`src/rtl/csr_pkg.sv`:
```
// Shared constants, types and state records for the core special registers
package csr_pkg;

  localparam int PC_W = 12;
  localparam int ADDR_W = 6;
  localparam int DATA_W = 8;
  localparam int JMP_W = 10;

  // Register offsets
  localparam logic [5:0] OFF_INDIRECT = 6'h00;
  localparam logic [5:0] OFF_TIMER = 6'h01;
  localparam logic [5:0] OFF_PC = 6'h02;
  localparam logic [5:0] OFF_STATUS = 6'h03;
  localparam logic [5:0] OFF_RAMSEL = 6'h04;
  localparam logic [5:0] OFF_PROGPAGE = 6'h05;
  localparam logic [5:0] GLOBAL_BASE = 6'h10;
  localparam logic [5:0] BANKED_BASE = 6'h20;

  // Status and RAM select field positions
  localparam int ST_CARRY = 0;
  localparam int ST_AUX = 1;
  localparam int ST_ZERO = 2;
  localparam int ST_PWRDN = 3;
  localparam int ST_TIMEOUT = 4;
  localparam int ST_CTLPAGE = 5;
  localparam int ST_RPAGE_LO = 6;
  localparam int RS_BANK_LO = 6;

  // Reset values, masks and vectors
  localparam logic [7:0] STATUS_RST = 8'h18;
  localparam logic [7:0] RAMSEL_RST = 8'h00;
  localparam logic [7:0] PROGPAGE_RST = 8'h00;
  localparam logic [7:0] PROGPAGE_MASK = 8'h0f;
  localparam logic [7:0] STATUS_RO_MASK = 8'h18;
  localparam logic [PC_W-1:0] RESET_VECTOR = 12'h000;
  localparam logic [PC_W-1:0] INT_VECTOR = 12'h008;

  typedef enum logic [3:0] {
    OP_NONE = 4'h0,
    OP_NEXT = 4'h1,
    OP_JMP = 4'h2,
    OP_CALL = 4'h3,
    OP_RET = 4'h4,
    OP_RETURN_WITH_LITERAL = 4'h5,
    OP_RETURN_FROM_INTERRUPT = 4'h6,
    OP_MOVPC = 4'h7,
    OP_ADDPC = 4'h8,
    OP_TBL = 4'h9,
    OP_INT = 4'ha,
    OP_PAGE = 4'hb,
    OP_SLEEP = 4'hc,
    OP_WATCHDOG_CLEAR_INSTRUCTION = 4'hd
  } csr_op_t;

  typedef enum logic [1:0] {
    RUN_AWAKE = 2'b01,
    RUN_ASLEEP = 2'b10
  } csr_run_t;

  typedef struct packed {
    logic rd;
    logic wr;
    logic [ADDR_W-1:0] addr;
    logic [DATA_W-1:0] wdata;
  } csr_reg_req_t;

  typedef struct packed {
    logic sel;
    logic banked;
    logic [1:0] bank;
    logic [ADDR_W-1:0] addr;
  } csr_ram_req_t;

  typedef struct packed {
    logic we;
    logic [2:0] val;
  } csr_alu_flags_t;

  typedef struct packed {
    logic [PC_W-1:0] pc;
    logic [7:0] status;
    logic [7:0] ramSel;
    logic [7:0] progPage;
    csr_run_t run;
    logic [7:0] shAcc;
    logic [7:0] shStatus;
    logic [7:0] shPage;
    logic [7:0] rdData;
    logic [7:0] accRestore;
    logic accRestoreValid;
  } csr_state_t;

  typedef struct packed {
    logic [1:0] sync;
    logic prev;
    logic [7:0] cnt;
  } csr_timer_state_t;

endpackage : csr_pkg

```
`src/rtl/csr_call_stack.sv`:
```
// Circular hardware return-address stack with registered top entry
`timescale 1ns/1ps
module csr_call_stack #(
  parameter int DEPTH = 8,
  parameter int WIDTH = 12
) (
  input wire logic core_clk,
  input wire logic arst_n,
  input wire logic push,
  input wire logic pop,
  input wire logic [WIDTH-1:0] pushData,
  output logic [WIDTH-1:0] top
);

  localparam int PTR_W = $clog2(DEPTH);

  typedef struct packed {
    logic [PTR_W-1:0] ptr;
    logic [WIDTH-1:0] top;
  } csr_stack_state_t;

  csr_stack_state_t s_q;
  csr_stack_state_t s_d;
  logic [WIDTH-1:0] mem [DEPTH];

  // Overflow wraps and overwrites the oldest entry, as small cores do
  always_comb begin
    s_d = s_q;
    if (push) begin
      s_d.ptr = s_q.ptr + PTR_W'(1);
      s_d.top = pushData;
    end else if (pop) begin
      s_d.ptr = s_q.ptr - PTR_W'(1);
      s_d.top = mem[s_q.ptr - PTR_W'(2)];
    end
  end

  always_ff @(posedge core_clk) begin
    if (push) begin
      mem[s_q.ptr] <= pushData;
    end
  end

  always_ff @(posedge core_clk or negedge arst_n) begin
    if (!arst_n) begin
      s_q <= '0;
    end else begin
      s_q <= s_d;
    end
  end

  assign top = s_q.top;

endmodule : csr_call_stack

```
`src/rtl/csr_core_regs.sv`:
```
// Core special registers and program counter sequencing
`timescale 1ns/1ps
module csr_core_regs #(
  parameter int STACK_DEPTH = 8
) (
  input wire logic core_clk,
  input wire logic arst_n,
  input csr_pkg::csr_op_t op,
  input wire logic [csr_pkg::JMP_W-1:0] operand,
  input wire logic [7:0] acc,
  input csr_pkg::csr_alu_flags_t aluFlags,
  input csr_pkg::csr_reg_req_t regReq,
  input wire logic instrTick,
  input wire logic slowClkPin,
  input wire logic timerUseInstrClk,
  input wire logic wdtTimeout,
  input wire logic pinResetWake,
  input wire logic wakeEvent,
  output logic [7:0] regRdData,
  output csr_pkg::csr_ram_req_t ramReq,
  output logic [csr_pkg::PC_W-1:0] fetchAddr,
  output logic [7:0] statusOut,
  output logic ctlPage,
  output logic [1:0] regPage,
  output logic asleep,
  output logic [7:0] accRestore,
  output logic accRestoreValid
);

  csr_pkg::csr_state_t s_q;
  csr_pkg::csr_state_t s_d;
  logic [csr_pkg::PC_W-1:0] stackTop;
  logic [csr_pkg::PC_W-1:0] pushData;
  logic [csr_pkg::PC_W-1:0] nextPc;
  logic [1:0] progPageBits;
  logic [csr_pkg::ADDR_W-1:0] effAddr;
  logic push;
  logic pop;
  logic timerWr;
  logic [7:0] timerCount;

  // Indirect location has no storage; it stands for the address held in select
  function automatic logic [csr_pkg::ADDR_W-1:0] resolveAddr(
    input logic [csr_pkg::ADDR_W-1:0] addr,
    input logic [7:0] ramSel
  );
    if (addr == csr_pkg::OFF_INDIRECT) begin
      resolveAddr = ramSel[csr_pkg::ADDR_W-1:0];
    end else begin
      resolveAddr = addr;
    end
  endfunction : resolveAddr

  // Special registers below 0x05 stay visible on every page so status is never lost
  function automatic logic isSpecial(
    input logic [csr_pkg::ADDR_W-1:0] addr,
    input logic [csr_pkg::ADDR_W-1:0] target,
    input logic [1:0] page
  );
    if (target == csr_pkg::OFF_PROGPAGE) begin
      isSpecial = (addr == target) && (page == 2'b00);
    end else begin
      isSpecial = (addr == target);
    end
  endfunction : isSpecial

  assign effAddr = resolveAddr(regReq.addr, s_q.ramSel);
  // Only the two page bits reach the address; bits two and three are software's duty
  assign progPageBits = s_q.progPage[1:0];
  assign nextPc = s_q.pc + 12'h001;
  assign timerWr = regReq.wr && isSpecial(effAddr, csr_pkg::OFF_TIMER, regPage);

  always_comb begin
    ramReq.sel = (regReq.rd || regReq.wr) && (effAddr >= csr_pkg::GLOBAL_BASE);
    ramReq.banked = effAddr >= csr_pkg::BANKED_BASE;
    ramReq.bank = s_q.ramSel[csr_pkg::RS_BANK_LO +: 2];
    ramReq.addr = effAddr;
  end

  csr_free_timer u_timer (
    .core_clk(core_clk),
    .arst_n(arst_n),
    .slowClkPin(slowClkPin),
    .useInstrClk(timerUseInstrClk),
    .instrTick(instrTick),
    .wrEn(timerWr),
    .wrData(regReq.wdata),
    .count(timerCount)
  );

  csr_call_stack #(
    .DEPTH(STACK_DEPTH),
    .WIDTH(csr_pkg::PC_W)
  ) u_stack (
    .core_clk(core_clk),
    .arst_n(arst_n),
    .push(push),
    .pop(pop),
    .pushData(pushData),
    .top(stackTop)
  );

  always_comb begin
    s_d = s_q;
    s_d.accRestoreValid = 1'b0;
    push = 1'b0;
    pop = 1'b0;
    pushData = nextPc;
    case (op)
      csr_pkg::OP_NEXT: begin
        s_d.pc = nextPc;
      end
      csr_pkg::OP_JMP: begin
        s_d.pc = {progPageBits, operand};
      end
      csr_pkg::OP_CALL: begin
        push = 1'b1;
        s_d.pc = {progPageBits, operand};
      end
      csr_pkg::OP_RET, csr_pkg::OP_RETURN_WITH_LITERAL: begin
        pop = 1'b1;
        s_d.pc = stackTop;
      end
      csr_pkg::OP_RETURN_FROM_INTERRUPT: begin
        pop = 1'b1;
        s_d.pc = stackTop;
        // Flags that record wake cause stay live across the restore
        s_d.status = (s_q.shStatus & ~csr_pkg::STATUS_RO_MASK) |
                     (s_q.status & csr_pkg::STATUS_RO_MASK);
        s_d.progPage = s_q.shPage;
        s_d.accRestore = s_q.shAcc;
        s_d.accRestoreValid = 1'b1;
      end
      csr_pkg::OP_MOVPC: begin
        s_d.pc = {progPageBits, 2'b00, acc};
      end
      csr_pkg::OP_ADDPC: begin
        s_d.pc = {progPageBits, 2'b00, s_q.pc[7:0] + acc};
      end
      csr_pkg::OP_TBL: begin
        s_d.pc = {s_q.pc[11:8], s_q.pc[7:0] + acc};
      end
      csr_pkg::OP_INT: begin
        // The interrupted instruction is resumed, so its own address is saved
        push = 1'b1;
        pushData = s_q.pc;
        s_d.pc = csr_pkg::INT_VECTOR;
        s_d.shAcc = acc;
        s_d.shStatus = s_q.status;
        s_d.shPage = s_q.progPage;
        s_d.progPage = csr_pkg::PROGPAGE_RST;
      end
      csr_pkg::OP_PAGE: begin
        s_d.progPage[1:0] = operand[1:0];
        s_d.pc = nextPc;
      end
      csr_pkg::OP_SLEEP: begin
        s_d.status[csr_pkg::ST_TIMEOUT] = 1'b1;
        s_d.status[csr_pkg::ST_PWRDN] = 1'b0;
        s_d.run = csr_pkg::RUN_ASLEEP;
        s_d.pc = nextPc;
      end
      csr_pkg::OP_WATCHDOG_CLEAR_INSTRUCTION: begin
        s_d.status[csr_pkg::ST_TIMEOUT] = 1'b1;
        s_d.status[csr_pkg::ST_PWRDN] = 1'b1;
        s_d.pc = nextPc;
      end
      default: begin
      end
    endcase

    if (aluFlags.we) begin
      s_d.status[csr_pkg::ST_ZERO:csr_pkg::ST_CARRY] = aluFlags.val;
    end

    // Software writes follow the instruction side effects in the same cycle
    if (regReq.wr) begin
      if (isSpecial(effAddr, csr_pkg::OFF_STATUS, regPage)) begin
        s_d.status = (regReq.wdata & ~csr_pkg::STATUS_RO_MASK) |
                     (s_d.status & csr_pkg::STATUS_RO_MASK);
      end
      if (isSpecial(effAddr, csr_pkg::OFF_RAMSEL, regPage)) begin
        s_d.ramSel = regReq.wdata;
      end
      if (isSpecial(effAddr, csr_pkg::OFF_PROGPAGE, regPage)) begin
        s_d.progPage = regReq.wdata & csr_pkg::PROGPAGE_MASK;
      end
    end

    if (wakeEvent && s_q.run == csr_pkg::RUN_ASLEEP) begin
      s_d.run = csr_pkg::RUN_AWAKE;
    end

    // Pin wake keeps the flags left by sleep, giving the one-zero pair
    if (pinResetWake) begin
      s_d.pc = csr_pkg::RESET_VECTOR;
      s_d.run = csr_pkg::RUN_AWAKE;
      s_d.progPage = csr_pkg::PROGPAGE_RST;
      s_d.status[7:csr_pkg::ST_CTLPAGE] = 3'b000;
    end

    // Watchdog reset wins over ops and pin wake for pc, run state, program page, page selects and time-out flag
    if (wdtTimeout) begin
      s_d.status[csr_pkg::ST_TIMEOUT] = 1'b0;
      if (s_q.run == csr_pkg::RUN_ASLEEP) begin
        s_d.status[csr_pkg::ST_PWRDN] = 1'b0;
      end
      s_d.pc = csr_pkg::RESET_VECTOR;
      s_d.run = csr_pkg::RUN_AWAKE;
      s_d.progPage = csr_pkg::PROGPAGE_RST;
      s_d.status[7:csr_pkg::ST_CTLPAGE] = 3'b000;
    end

    s_d.rdData = 8'h00;
    if (regReq.rd) begin
      if (isSpecial(effAddr, csr_pkg::OFF_TIMER, regPage)) begin
        s_d.rdData = timerCount;
      end else if (isSpecial(effAddr, csr_pkg::OFF_PC, regPage)) begin
        s_d.rdData = s_q.pc[7:0];
      end else if (isSpecial(effAddr, csr_pkg::OFF_STATUS, regPage)) begin
        s_d.rdData = s_q.status;
      end else if (isSpecial(effAddr, csr_pkg::OFF_RAMSEL, regPage)) begin
        s_d.rdData = s_q.ramSel;
      end else if (isSpecial(effAddr, csr_pkg::OFF_PROGPAGE, regPage)) begin
        s_d.rdData = s_q.progPage;
      end else begin
        s_d.rdData = 8'h00;
      end
    end
  end

  // Power-on sets both time-out and power-down flags
  always_ff @(posedge core_clk or negedge arst_n) begin
    if (!arst_n) begin
      s_q.pc <= csr_pkg::RESET_VECTOR;
      s_q.status <= csr_pkg::STATUS_RST;
      s_q.ramSel <= csr_pkg::RAMSEL_RST;
      s_q.progPage <= csr_pkg::PROGPAGE_RST;
      s_q.run <= csr_pkg::RUN_AWAKE;
      s_q.shAcc <= 8'h00;
      s_q.shStatus <= 8'h00;
      s_q.shPage <= 8'h00;
      s_q.rdData <= 8'h00;
      s_q.accRestore <= 8'h00;
      s_q.accRestoreValid <= 1'b0;
    end else begin
      s_q <= s_d;
    end
  end

  assign regRdData = s_q.rdData;
  assign fetchAddr = s_q.pc;
  assign statusOut = s_q.status;
  assign ctlPage = s_q.status[csr_pkg::ST_CTLPAGE];
  assign regPage = s_q.status[csr_pkg::ST_RPAGE_LO +: 2];
  assign asleep = (s_q.run == csr_pkg::RUN_ASLEEP);
  assign accRestore = s_q.accRestore;
  assign accRestoreValid = s_q.accRestoreValid;

endmodule : csr_core_regs

```
`src/rtl/csr_free_timer.sv`:
```
// Free-running timer data register with selectable count source
`timescale 1ns/1ps
module csr_free_timer (
  input wire logic core_clk,
  input wire logic arst_n,
  input wire logic slowClkPin,
  input wire logic useInstrClk,
  input wire logic instrTick,
  input wire logic wrEn,
  input wire logic [7:0] wrData,
  output logic [7:0] count
);

  csr_pkg::csr_timer_state_t s_q;
  csr_pkg::csr_timer_state_t s_d;
  logic slowEdge;

  // Only the second stage feeds the edge detector
  assign slowEdge = s_q.sync[1] & ~s_q.prev;

  always_comb begin
    s_d = s_q;
    s_d.sync = {s_q.sync[0], slowClkPin};
    s_d.prev = s_q.sync[1];
    if (wrEn) begin
      s_d.cnt = wrData;
    end else if (useInstrClk ? instrTick : slowEdge) begin
      s_d.cnt = s_q.cnt + 8'h01;
    end
  end

  always_ff @(posedge core_clk or negedge arst_n) begin
    if (!arst_n) begin
      s_q <= '0;
    end else begin
      s_q <= s_d;
    end
  end

  assign count = s_q.cnt;

endmodule : csr_free_timer

```
`config.mk`:
```
export PLATFORM = sky130hd
export DESIGN_NAME = csr_core_regs
export DESIGN_NICKNAME = d
export VERILOG_FILES = /design/src/rtl/csr_pkg.sv /design/src/rtl/csr_call_stack.sv /design/src/rtl/csr_core_regs.sv /design/src/rtl/csr_free_timer.sv
export SDC_FILE = /design/constraint.sdc
export NUM_CORES = 1
export LEC_CHECK = 0
export ABC_AREA = 1
export BUFFER_PORTS_ARGS = -buffer_cell sky130_fd_sc_hd__buf_2
export CORE_ASPECT_RATIO = 2
export CORE_MARGIN = 5
export CORE_UTILIZATION = 45
export CTS_CLUSTER_SIZE = 16
export DETAILED_ROUTE_END_ITERATION = 10
export SLEW_MARGIN = 20
export SYNTH_ARGS = -nofsm -noshare
export SYNTH_HDL_FRONTEND = slang
export SYNTH_SLANG_ARGS = --single-unit
```
`constraint.sdc`:
```
create_clock -name core_clk -period 2.85 [get_ports core_clk]
set_input_delay 0.1425 -clock core_clk [delete_from_list [all_inputs] [get_ports core_clk]]
set_output_delay 0.1425 -clock core_clk [all_outputs]
set_load 0.05 [all_outputs]
```
# After elaboration in Yosys (flattened, before gate mapping)
# Memories as Yosys holds them, arrays and structs flattened.
# Cells that the tools add are included.
# classes
addsub,6
mul,0
div_mod_pow,0
n_lt_le_gt_ge,2
eq_ne,20
shifts,0
mux,54
bitwise_logic,4
reduce_logical,18
# op_table
cell,n
$mux 8,11
$pmux 12 s7,1
$mux 15,3
$mux 1,25
$eq 4x4->1 const B,6
$mux 24,1
$mux 10,2
$mux 17,1
$eq 4x3->1 const B,4
$or 8x5->8,2
$add 12x1->12 const B,1
$eq 6x2->1 const B,2
$eq 6x3->1 const B,2
$mux 12,1
$pmux 2 s3,2
$pmux 6 s2,1
$mux 3,3
$reduce_bool 9->1,1
$add 8x1->8 const B,1
$add 8x8->8,1
$eq 4x2->1 const B,2
$reduce_bool 8->1,1
$eq 6x1->1 const B,1
$ge 6x5->1 const B,1
21 further kinds,28
# word_totals
register_bits,105
latch_bits,0
ram_bits,96
mem_bits_ro,0
in_bits,50
n_memories,1
# memory_table
name,depth,width,read_ports,rd_ports_with_merged_regs,write_ports,line_no,text
u_stack.mem,8,12,1,0,1,csr_call_stack.sv:24,logic [WIDTH-1:0] mem [DEPTH];

# Logic depth before layout (Yosys ltp)
# Gate-level depths: netlist (run 1).
# logic_depth
ltp_word,24
mapped_depth,13
ltp_nobuf,13

# Modules after synthesis
# A second synthesis (run 1) with hierarchy kept.
# unflattened
cells_unflattened,1229
hier_area_um2,10585.2
# by_module_without_submodules
module,instances,cells_per_inst,area_per_inst_um2,seq_area_each_um2
csr_core_regs,1,672,5001.0,1930.6
csr_call_stack,1,466,4887.2,3258.1
csr_free_timer,1,91,696.9,275.3

# Worst setup path after synthesis (run 1)
# Ideal clock, no wire load.
# synth_timing
kind,input-to-output
startpoint,in regReq[13] (netlist bit)
endpoint,out ramReq[9] (netlist bit)
t_arrival_ps,2076
required_ps,2707
setup_slack_ps,631
path_stages,7
path_buffers,2
cell_sequence,nor2_2 -> nand3_2 -> o21bai_2 -> nor2_4 -> buf_6 -> buf_6 -> nor2_1
# synth_lines
element,line_no,text
start: declaration,csr_core_regs.sv:12,"input csr_pkg::csr_reg_req_t regReq,"
end: declaration,csr_core_regs.sv:20,"output csr_pkg::csr_ram_req_t ramReq,"

# Worst setup path after layout (run 1)
# layout_timing
startpoint,reg s_q (netlist bit fetchAddr[5])
endpoint,mem u_stack.mem[5][11] (data pin)
# layout_via
elab_chain_len,2
# layout_lines
element,line_no,text
start: declaration,csr_core_regs.sv:30,csr_pkg::csr_state_t s_q;
$add 12x1->12,csr_core_regs.sv:70,assign nextPc = s_q.pc + 12'h001;
$mux 12,csr_core_regs.sv:109,case (op)
net pushData (one bit),csr_core_regs.sv:33,logic [csr_pkg::PC_W-1:0] pushData;
end: declaration,csr_call_stack.sv:24,
# The timed path passes the listed nets, and every way through them passes these cells.

==> flow_summary.ini, run 1 <==
[power]
cellPowerDensity_mw_per_mm2 = 728
peakVddDrop_mv = 0.414
power_switching_uw = 2980
power_frac_comb_pct = 28.3
switching_share_pct = 35.9
p_leak_uw = 0.00503
clkPwrFrac_pct = 29.0
p_seq_share_pct = 42.7
p_int_uw = 5320

[synth]
syn_area_per_cell_sq_um = 9.29
synth_area_sq_mm = 0.0100
yosysTopAreaCell = edfxtp_1
synth_edf_count = 96
syn_nets = 1145
synth.area.top_cells = edfxtp_1 29%, dfrtp_1 25%, nand2_1 8.0%, o21ai_0 5.8%, nor2_1 4.5%
ys_ff_latch = 199
synth_top_area_share_pct = 28.7
synth_warnings = 0
async_flop_share_pct = 51.8
ys_seq_area_share_pct = 54.5
yosys_most_used_dff = dfrtp_1
synth.most_common_cell = nand2_1
ys_types = 53
yosys-top-cells-count = 213 x nand2_1, 119 x nor2_1, 117 x o21ai_0, 100 x dfrtp_1, 96 x edfxtp_1
syn_inst = 1080

[clock_network]
post-cts-setup-buffer-count = 0
cts-resized-gates = 0
cts.root.buffer_cell = clkbuf_16
cts_tree = done
clkLatencyLatePin_ns = 0.45
clock_sinks = 199
clk_path_buf_depth = 2
cts_max_level = 4
cts_buffers = 17
clk_pin_slew_worst_paths_ns = 0.08

[setup_path]
critical_path.most_common_cell = nor3_1
cpPeakStageDelay_ns = 0.79
crit_chain = inv_1, nor3_1, nand3_1, nor3_1, nor2_1, o21ai_0
cp_max_fo = 9
arrival_ns = 2.45
cp-end-kind = flop
crit_path_start_kind = flop
required_ns = 2.96
crit_type = flop to flop
slowest_stage = o21ai_0

[sta]
min_period_ns = 2.35
tightest_slew_ns = 1.03
relSlewSlack_pct = 30.6
hold-worst-slack_ns = 0.00845
max_freq_ghz = 0.426
worst_slack_ns = 0.504
tns_ns = 0
setup_viol = 0
clock_skew_ns = 0.0110
drv_slew = 0
finalHoldViolations = 0
grt_setup_unrepaired = no
fin_crit_sh_pct = 82.3

[placed_design]
io_buffers = 100
dp.final_hpwl_microns = 22900
gp_congestion = 0.951
dp.cells = 1421
pre_cts_slack_ns = 0.617

[finish]
utilization_pct = 51.7
nets = 1239
antennaDiodeCount = 0
layout.cells.non_filler = 1463
layout-drive-gt1-share_pct = 18.7
syn_to_final_growth_pct = 13.7
fill_cells = 2091

[die]
fp.dieH_microns = 221
fp.dieW_microns = 116
initial_utilization_pct = 45.5
rows = 77
core_sq_mm = 0.0221
dieArea_sq_mm = 0.0256
boundaryPins = 101

[global_routing]
gr-usage-all-layers_pct = 24.3
gr-total-overflow = 0
antenna_found_initial = 0
grt_max_degree = 65
grt_pass1_vias = 8216
grt_pass1_wl_microns = 46400

[detailed_routing]
antenna_left = 0
wl_per_cell_microns = 20.4
num_vias = 7991
drt_iter0_drc = 481
via_per_inst = 5.46
wirelength_microns = 29800
post-route-drc-count = 0
firstDrtPassIters = 5

[job]
drv_cap = 0

[status]
status = finished, final reports clean

[worst_hold_path]
hp-class = input pin to flop
power groups by stage:
stage | registers [uW] | logic (uW) | clock network (uW)
2_1_floorplan | 3530 | 1660 | 0
3_3_place_gp | 3590 | 2350 | 0
3_5_place_dp | 3600 | 2370 | 0
4_1_cts | 3540 | 2390 | 2450
5_1_grt | 3580 | 2620 | 2570
6_report | 3550 | 2350 | 2410
final cells by class:
type	instances	area [sq um]	area share, %
Sequential cell	199	5460	47.9
Multi-Input combinational cell	714	3760	32.9
Timing Repair Buffer	148	901	7.90
Clock buffer	19	443	3.88
Inverter	94	359	3.15
Tap cell	276	345	3.03
Clock inverter	13	138	1.21
kinds of logic after synthesis:
group	count (synthesis)	share of synthesized area [%]
flops	199	54.5
xor+xnor	15	1.31
simple gates	444	20.2
buf+inv	167	8.08
compound gates	240	13.9
fa+ha+maj	15	2.02
critical path, delay by kind of cell (launching register included):
family                 cells  cell delay [ns]
AO/OA/AOI/OAI              1             0.79
buffers and inverters      1             0.11
flip-flops                 1             0.41
AND/OR/NAND/NOR            4             0.69
timing repair:
action / CTS / global route
setup endpoints to repair: 0 / 0
hold buffers: 10 / 0
endpoints found under the hold margin: 72 / 0
placed cells by master, fill, tap and decap left out, drive strengths merged, types with 18 or more instances in the layout:
master  count
nand2     225
buf       138
nor2      135
o21ai     132
dfrtp     100
inv        97
edfxtp     96
nand3      53
a21oi      40
o22ai      19
clkbuf     19
nand4      18
per-stage QoR:
stage	total power [uW]	area [sq um]
after floorplan	5200	10000
after global placement	5940	10700
after detailed placement	5980	10700
after CTS	8380	11400
after global routing	8770	11400
final	8300	11400
final timing paths:
kind	cells past startpoint	from	slack, ns	endpoint
max in group asynchronous	3	arst_n	1.76	fetchAddr[10]
worst min-delay path	3	operand[5]	0.008	fetchAddr[5]
worst min register to register	0	u_timer.s_d[10]	0.35	u_timer.s_d[8]
min in group asynchronous	2	arst_n	0.34	statusOut[2]
worst max register to register	6	fetchAddr[5]	0.50	u_stack.mem[5][11]
worst max-delay path	6	fetchAddr[5]	0.50	u_stack.mem[5][11]
registers in the layout, summed over array words and instances (netlist names), 3 cells and up:
name and count:
accRestore 8, statusOut 8, u_stack.s_q 3, u_stack.top 12, u_timer.count 8, regRdData 8
s_q 36, fetchAddr 12, u_stack.mem 96
routing by layer:
| layer | up-vias | wire length [microns] | track usage [%] |
|---|---|---|---|
| li1 | 3842 | - | - |
| met1 | 3825 | 9970 | 24.7 |
| met2 | 241 | 17100 | 45.7 |
| met3 | 83 | 1070 | 3.99 |
| met4 | 0 | 1700 | 12.7 |
| met5 | - | 0 | 0 |
Note: power is estimated with default switching activity, not from simulation.
==> run 2: changes to the inputs <==
- PLACE_DENSITY: unset -> 0.66
- clock period: 2.85 -> 2.15 ns (I/O delays scaled with it)
==> run 2 against run 1 <==
  * Critical path depth is 5 higher
  * Setup slack got worse by 0.45 ns
  * Utilization rose by 1.7 points
  * Sequential share of layout area down 1.5 points
  * Via count rose by 3.3%
  * Critical path type unchanged
  * Largest cell class unchanged
==> flow_summary.ini, run 2 (synthesis results as in run 1) <==
[setup_path]
crit_end = fetchAddr[6]
r2r_cells = 11
cp_max_fo = 5
critical_path.most_common_cell = nand2_1
regToRegEndpoint = fetchAddr[6]
worst_r2r_startpoint = fetchAddr[0]
reg2reg_setup_slack_ns = 0.06
slowest_stage = dfrtp_1
crit_chain = ha_1, fa_1, nand3_1, nand2_1, nand2_1, nand2_1, a21oi_1, nor2_1, o21ai_1, nand2_1, o21ai_0
arrival_ns = 2.47
cp-startpoint = fetchAddr[0]
crit_path_start_kind = flop
required_ns = 2.52
crit_type = flop to flop
cp-end-kind = flop
cpPeakStageDelay_ns = 0.43

[die]
rows = 77
core_sq_mm = 0.0221
fp.dieW_microns = 116
fp.dieH_microns = 221
initial_utilization_pct = 45.5
boundaryPins = 101
dieArea_sq_mm = 0.0256

[global_routing]
gr-usage-all-layers_pct = 24.4
grt_pass1_wl_microns = 46400
grt_pass1_vias = 8436
antenna_found_initial = 0
gr-total-overflow = 0
grt_max_degree = 50

[power]
switching_share_pct = 36.0
p_int_uw = 7080
p_seq_share_pct = 42.0
power_switching_uw = 3990
clkPwrFrac_pct = 29.0
cellPowerDensity_mw_per_mm2 = 940
power_frac_comb_pct = 28.9
p_leak_uw = 0.00520
peakVddDrop_mv = 0.565

[finish]
utilization_pct = 53.4
regMostFlops = u_stack.mem
multi_input_area_sq_mm = 0.00379
mostFrequentLayoutCell = nand2_1
reg_top3 = u_stack.mem: 96 flops, s_q: 36 flops
nets = 1272
layout-drive-gt1-share_pct = 20.0
ff_latch_area_sq_mm = 0.00546
antennaDiodeCount = 0
largest_register_ffs = 96
layout_common_cells = 213 x nand2_1, 118 x nor2_1, 113 x o21ai_0
fill_cells = 2014
final_area_sq_mm = 0.0118
syn_to_final_growth_pct = 17.4

[sta]
min_period_ns = 2.09
finalHoldViolations = 0
clock_skew_ns = 0.00805
tns_ns = 0
worst_slack_ns = 0.0583
grt_setup_unrepaired = yes
setup_viol = 0
fin_crit_sh_pct = 97.3
drv_slew = 0
max_freq_ghz = 0.478
tightest_slew_ns = 0.980
relSlewSlack_pct = 34.0

[placed_design]
pre_cts_slack_ns = 0.0125
post_dp_cell_area_sq_mm = 0.0109
dp.final_hpwl_microns = 23100
io_buffers = 100
gp_congestion = 0.963

[clock_network]
cts_tree = done
clk_path_buf_depth = 2
clkLatencyLatePin_ns = 0.45
clock_sinks = 199
post-cts-setup-buffer-count = 0
cts_max_level = 4
cts.root.buffer_cell = clkbuf_16
clk_pin_slew_worst_paths_ns = 0.08
cts_buffers = 17

[detailed_routing]
drt_iter0_drc = 483
num_vias = 8256
post-route-drc-count = 0
wl_per_cell_microns = 20.2
via_per_inst = 5.52
antenna_left = 0
firstDrtPassIters = 5
wirelength_microns = 30200

[job]
drv_cap = 0

[status]
status = finished, final reports clean

[worst_hold_path]
hp-class = input pin to flop
==> run 2: changes by cell type in the layout (fill, tap and decap cells not counted), moves of 2 or more <==
cell           delta
dlygate4sd3_1    +16
buf_12            +2
o21ai_0           -3
clkinv_8          +2
buf_6             +4
buf_4            +11
o21ai_1           +3
==> run 2: how the worst min path moves through the flow <==
stage,startpoint,to,depth (start not counted)
after floorplan,arst_n,accRestoreValid,0
after global placement,arst_n,s_q[26],1
after detailed placement,arst_n,statusOut[6],1
after CTS,regReq[2],s_q[53],3
after global routing,acc[0],s_q[33],3
final,regReq[2],s_q[53],3
==> run 2: metal layers <==
layer | vias up | global-route usage [%] | wire [microns]
met2 | 271 | 45.2 | 16900
met4 | 0 | 18.2 | 2630
li1 | 3902 | - | -
met1 | 3953 | 22.9 | 9470
met3 | 130 | 3.96 | 1170
met5 | - | 0 | 0
==> run 2: power groups by stage <==
stage	logic [uW]	clock network, uW	registers (uW)
final	3200	3220	4660
after global routing	3520	3400	4700
after CTS	3220	3270	4650
after detailed placement	3170	0	4730
after global placement	3120	0	4720
after floorplan	2210	0	4680
==> run 2: layout make-up <==
type                            count  share of cell area [%]
Tap cell                          276                    2.93
Timing Repair Buffer              181                    10.4
Clock buffer                       18                    3.64
Sequential cell                   199                    46.4
Inverter                           94                    3.07
Multi-Input combinational cell    714                    32.2
Clock inverter                     14                    1.38
==> run 2: repair_timing <==
item | in CTS | in global routing
resized for setup | 0 | 13
endpoints found under the hold margin | 69 | 0
endpoints found under the setup margin | 0 | 117
hold buffers | 26 | 0
==> run 2: through the flow <==
stage	hold slack, ns	instances	power (uW)
3_3_place_gp	0.107	1438	7830
2_1_floorplan	-0.188	1080	6890
5_1_grt	0.0142	1496	11600
6_report	0.00990	1496	11100
3_5_place_dp	0.109	1438	7890
4_1_cts	0.00406	1496	11100
==> run 2: worst max-delay path: cells and delay by family (launching register included) <==
| kind | cells | cell delay, ns |
|---|---|---|
| adder cells (fa/ha/maj) | 2 | 0.69 |
| AND/OR/NAND/NOR | 6 | 0.46 |
| AO/OA/AOI/OAI | 3 | 0.46 |
| flip-flops | 1 | 0.43 |
==> run 3: changes to the inputs <==
- ABC_CLOCK_PERIOD_IN_PS: unset -> 2150
- CELL_PAD_IN_SITES_DETAIL_PLACEMENT: unset -> 1
- CELL_PAD_IN_SITES_GLOBAL_PLACEMENT: unset -> 1
- CORE_UTILIZATION: 45 -> 41
- PLACE_DENSITY: 0.66 -> unset
- PLACE_DENSITY_LB_ADDON: unset -> 0.1
- SETUP_SLACK_MARGIN: unset -> 0.15
==> run 3 against run 2 <==
  * Largest power group unchanged
  * Count of clock-buffer cells in the layout is 4 higher
  * Clock power hardly changed
  * Non-clock buffer count is 25 higher
  * Cell area is 3.0% higher
  * Via count is 1.9% higher
  * Sequential power hardly changed
  * Clock skew is 0.0034 ns higher
  * Die area is 9.1% higher
  * Highest routed layer unchanged
  * Setup slack better by 0.15 ns
  * Final cell count is 2.7% higher
  * Combinational power is 10% higher
==> flow_summary.ini, run 3 (synthesis results as in run 1) <==
[status]
status = finished, final reports clean

[global_routing]
gr-usage-all-layers_pct = 25.0
grtUsageMet2_pct = 49.0
antenna_found_initial = 0
grt_pass1_wl_microns = 51600
grt.met1_usage_pct = 23.0
grt_use_met3_pct = 3.86
gr-total-overflow = 0
busiest_layer = met2
grt_max_degree = 50
grt_pass1_vias = 8987

[sta]
drv_slew = 0
max_freq_ghz = 0.514
grt_setup_unrepaired = yes
finalHoldViolations = 0
tightest_slew_ns = 0.714
setup_viol = 0
clock_skew_ns = 0.0115
relSlewSlack_pct = 51.9
tns_ns = 0
fin_crit_sh_pct = 90.5
hold-worst-slack_ns = 0.0200
min_period_ns = 1.95

[clock_network]
clk_pin_slew_worst_paths_ns = 0.07
clk_path_buf_depth = 2
clkLatencyLatePin_ns = 0.45
cts_buffers = 17
cts.root.buffer_cell = clkbuf_16
cts_max_level = 4
cts_tree = done
clock_sinks = 199

[finish]
antennaDiodeCount = 0
syn_to_final_growth_pct = 20.9
layout-drive-gt1-share_pct = 24.0
fill_cells = 2835
largest_register_ffs = 96
layout_common_cells = 205 x nand2_1, 111 x nor2_1, 108 x o21ai_0
nets = 1299
mostFrequentLayoutCell = nand2_1
regMostFlops = u_stack.mem
layout.cells.non_filler = 1537
reg_top3 = u_stack.mem: 96 flops, s_q: 36 flops
utilization_pct = 49.9

[detailed_routing]
firstDrtPassIters = 5
drt_iter0_drc = 412
via_per_inst = 5.47
antenna_left = 0
wirelength_microns = 35000
num_vias = 8409
wl_per_cell_microns = 22.8
post-route-drc-count = 0

[job]
drv_cap = 0

[power]
p_total_uw = 11400
p_leak_uw = 0.00535
cellPowerDensity_mw_per_mm2 = 941
peakVddDrop_mv = 0.453

[die]
boundaryPins = 101
core_sq_mm = 0.0243
fp.dieH_microns = 231
fp.dieW_microns = 121
initial_utilization_pct = 41.3
rows = 81
dieArea_sq_mm = 0.0279

[setup_path]
regToRegEndpoint = fetchAddr[7]
crit_type = input pin to flop
arrival_ns = 2.09
reg2reg_setup_slack_ns = 0.23
required_ns = 2.29
worst_r2r_startpoint = fetchAddr[2]
crit_path_start_kind = input pin
r2r_cells = 12
cp_max_fo = 12
cp-end-kind = flop

[placed_design]
gp_congestion = 0.906
dp.cells = 1461
io_buffers = 100
dp.final_hpwl_microns = 26300

[worst_hold_path]
holdPathEnd = statusOut[3]
min_delay_path_depth = 5
hp-class = input pin to flop
hold_start = op[2]
run 3: cell count changes in the layout (fill, tap and decap cells not counted), moves of 4 or more:
cell,previous run,this run
buf_4,49,65
buf_6,4,12
nand2_1,213,205
nand2_2,8,16
nor2_1,118,111
nor2_2,9,14
o21ai_0,113,108
nor2_4,5,9
o21ai_2,1,5
run 3: repair_timing:
action                                  in CTS  in global routing
pin swaps                                    1                 13
hold buffers                                26                  0
buffers inserted                             2                  9
endpoints found under the setup margin      55                161
cloned                                       1                  6
resized for setup                            8                 60
hold endpoints to repair                    63                  0
run 3: layout make-up:
type | instances | area (sq um) | area share (%)
flip-flops and latches | 199 | 5470 | 45.0
multi-input cells | 716 | 3930 | 32.3
repair buffers | 206 | 1440 | 11.9
clock buffers | 22 | 458 | 3.77
well taps | 290 | 363 | 2.99
inverters | 94 | 359 | 2.96
clock inverters | 10 | 120 | 0.990
run 3: how the worst max path moves through the flow:
| stage | from | to | slack, ns | cells past startpoint |
|---|---|---|---|---|
| global placement | s_q[55] | regRdData[4] | 0.03 | 7 |
| CTS | op[1] | u_stack.mem[2][9] | 0.17 | 12 |
| finish | op[1] | u_stack.mem[3][9] | 0.20 | 12 |
| detailed placement | fetchAddr[0] | u_stack.mem[4][6] | -0.05 | 5 |
| global route | op[1] | u_stack.mem[3][11] | 0.12 | 12 |
| floorplan | u_stack.s_q[13] | u_stack.mem[0][0] | 0.13 | 5 |
run 3: critical path: stages:
cell and delay [ns]:
dlygate4sd3_1 0.53, buf_2 0.13, inv_1 0.09, nor2_1 0.13
nand2_1 0.12, inv_2 0.07, a31oi_1 0.04, inv_2 0.15
buf_6 0.20, nand2_2 0.11, nor2_1 0.17, buf_6 0.22
run 3: power breakdown:
part | leakage [uW] | total (uW) | switching (uW) | internal, uW
Clock | 0.000287 | 3230 | 1460 | 1770
Combinational | 0.00283 | 3520 | 2370 | 1150
Sequential | 0.00223 | 4670 | 260 | 4410
run 3: per-layer routing:
metal  vias to the layer above  wire, microns
met5                         -              0
met4                         0           2680
met3                        93            977
met2                       189          20100
met1                      4178          11200
li1                       3949              -
run 3: through the flow:
stage,worst slack (ns),instance area [sq um]
2_1_floorplan,0.134,10000
3_3_place_gp,0.0255,11000
3_5_place_dp,-0.0540,11000
4_1_cts,0.166,11900
5_1_grt,0.119,12100
6_report,0.204,12100
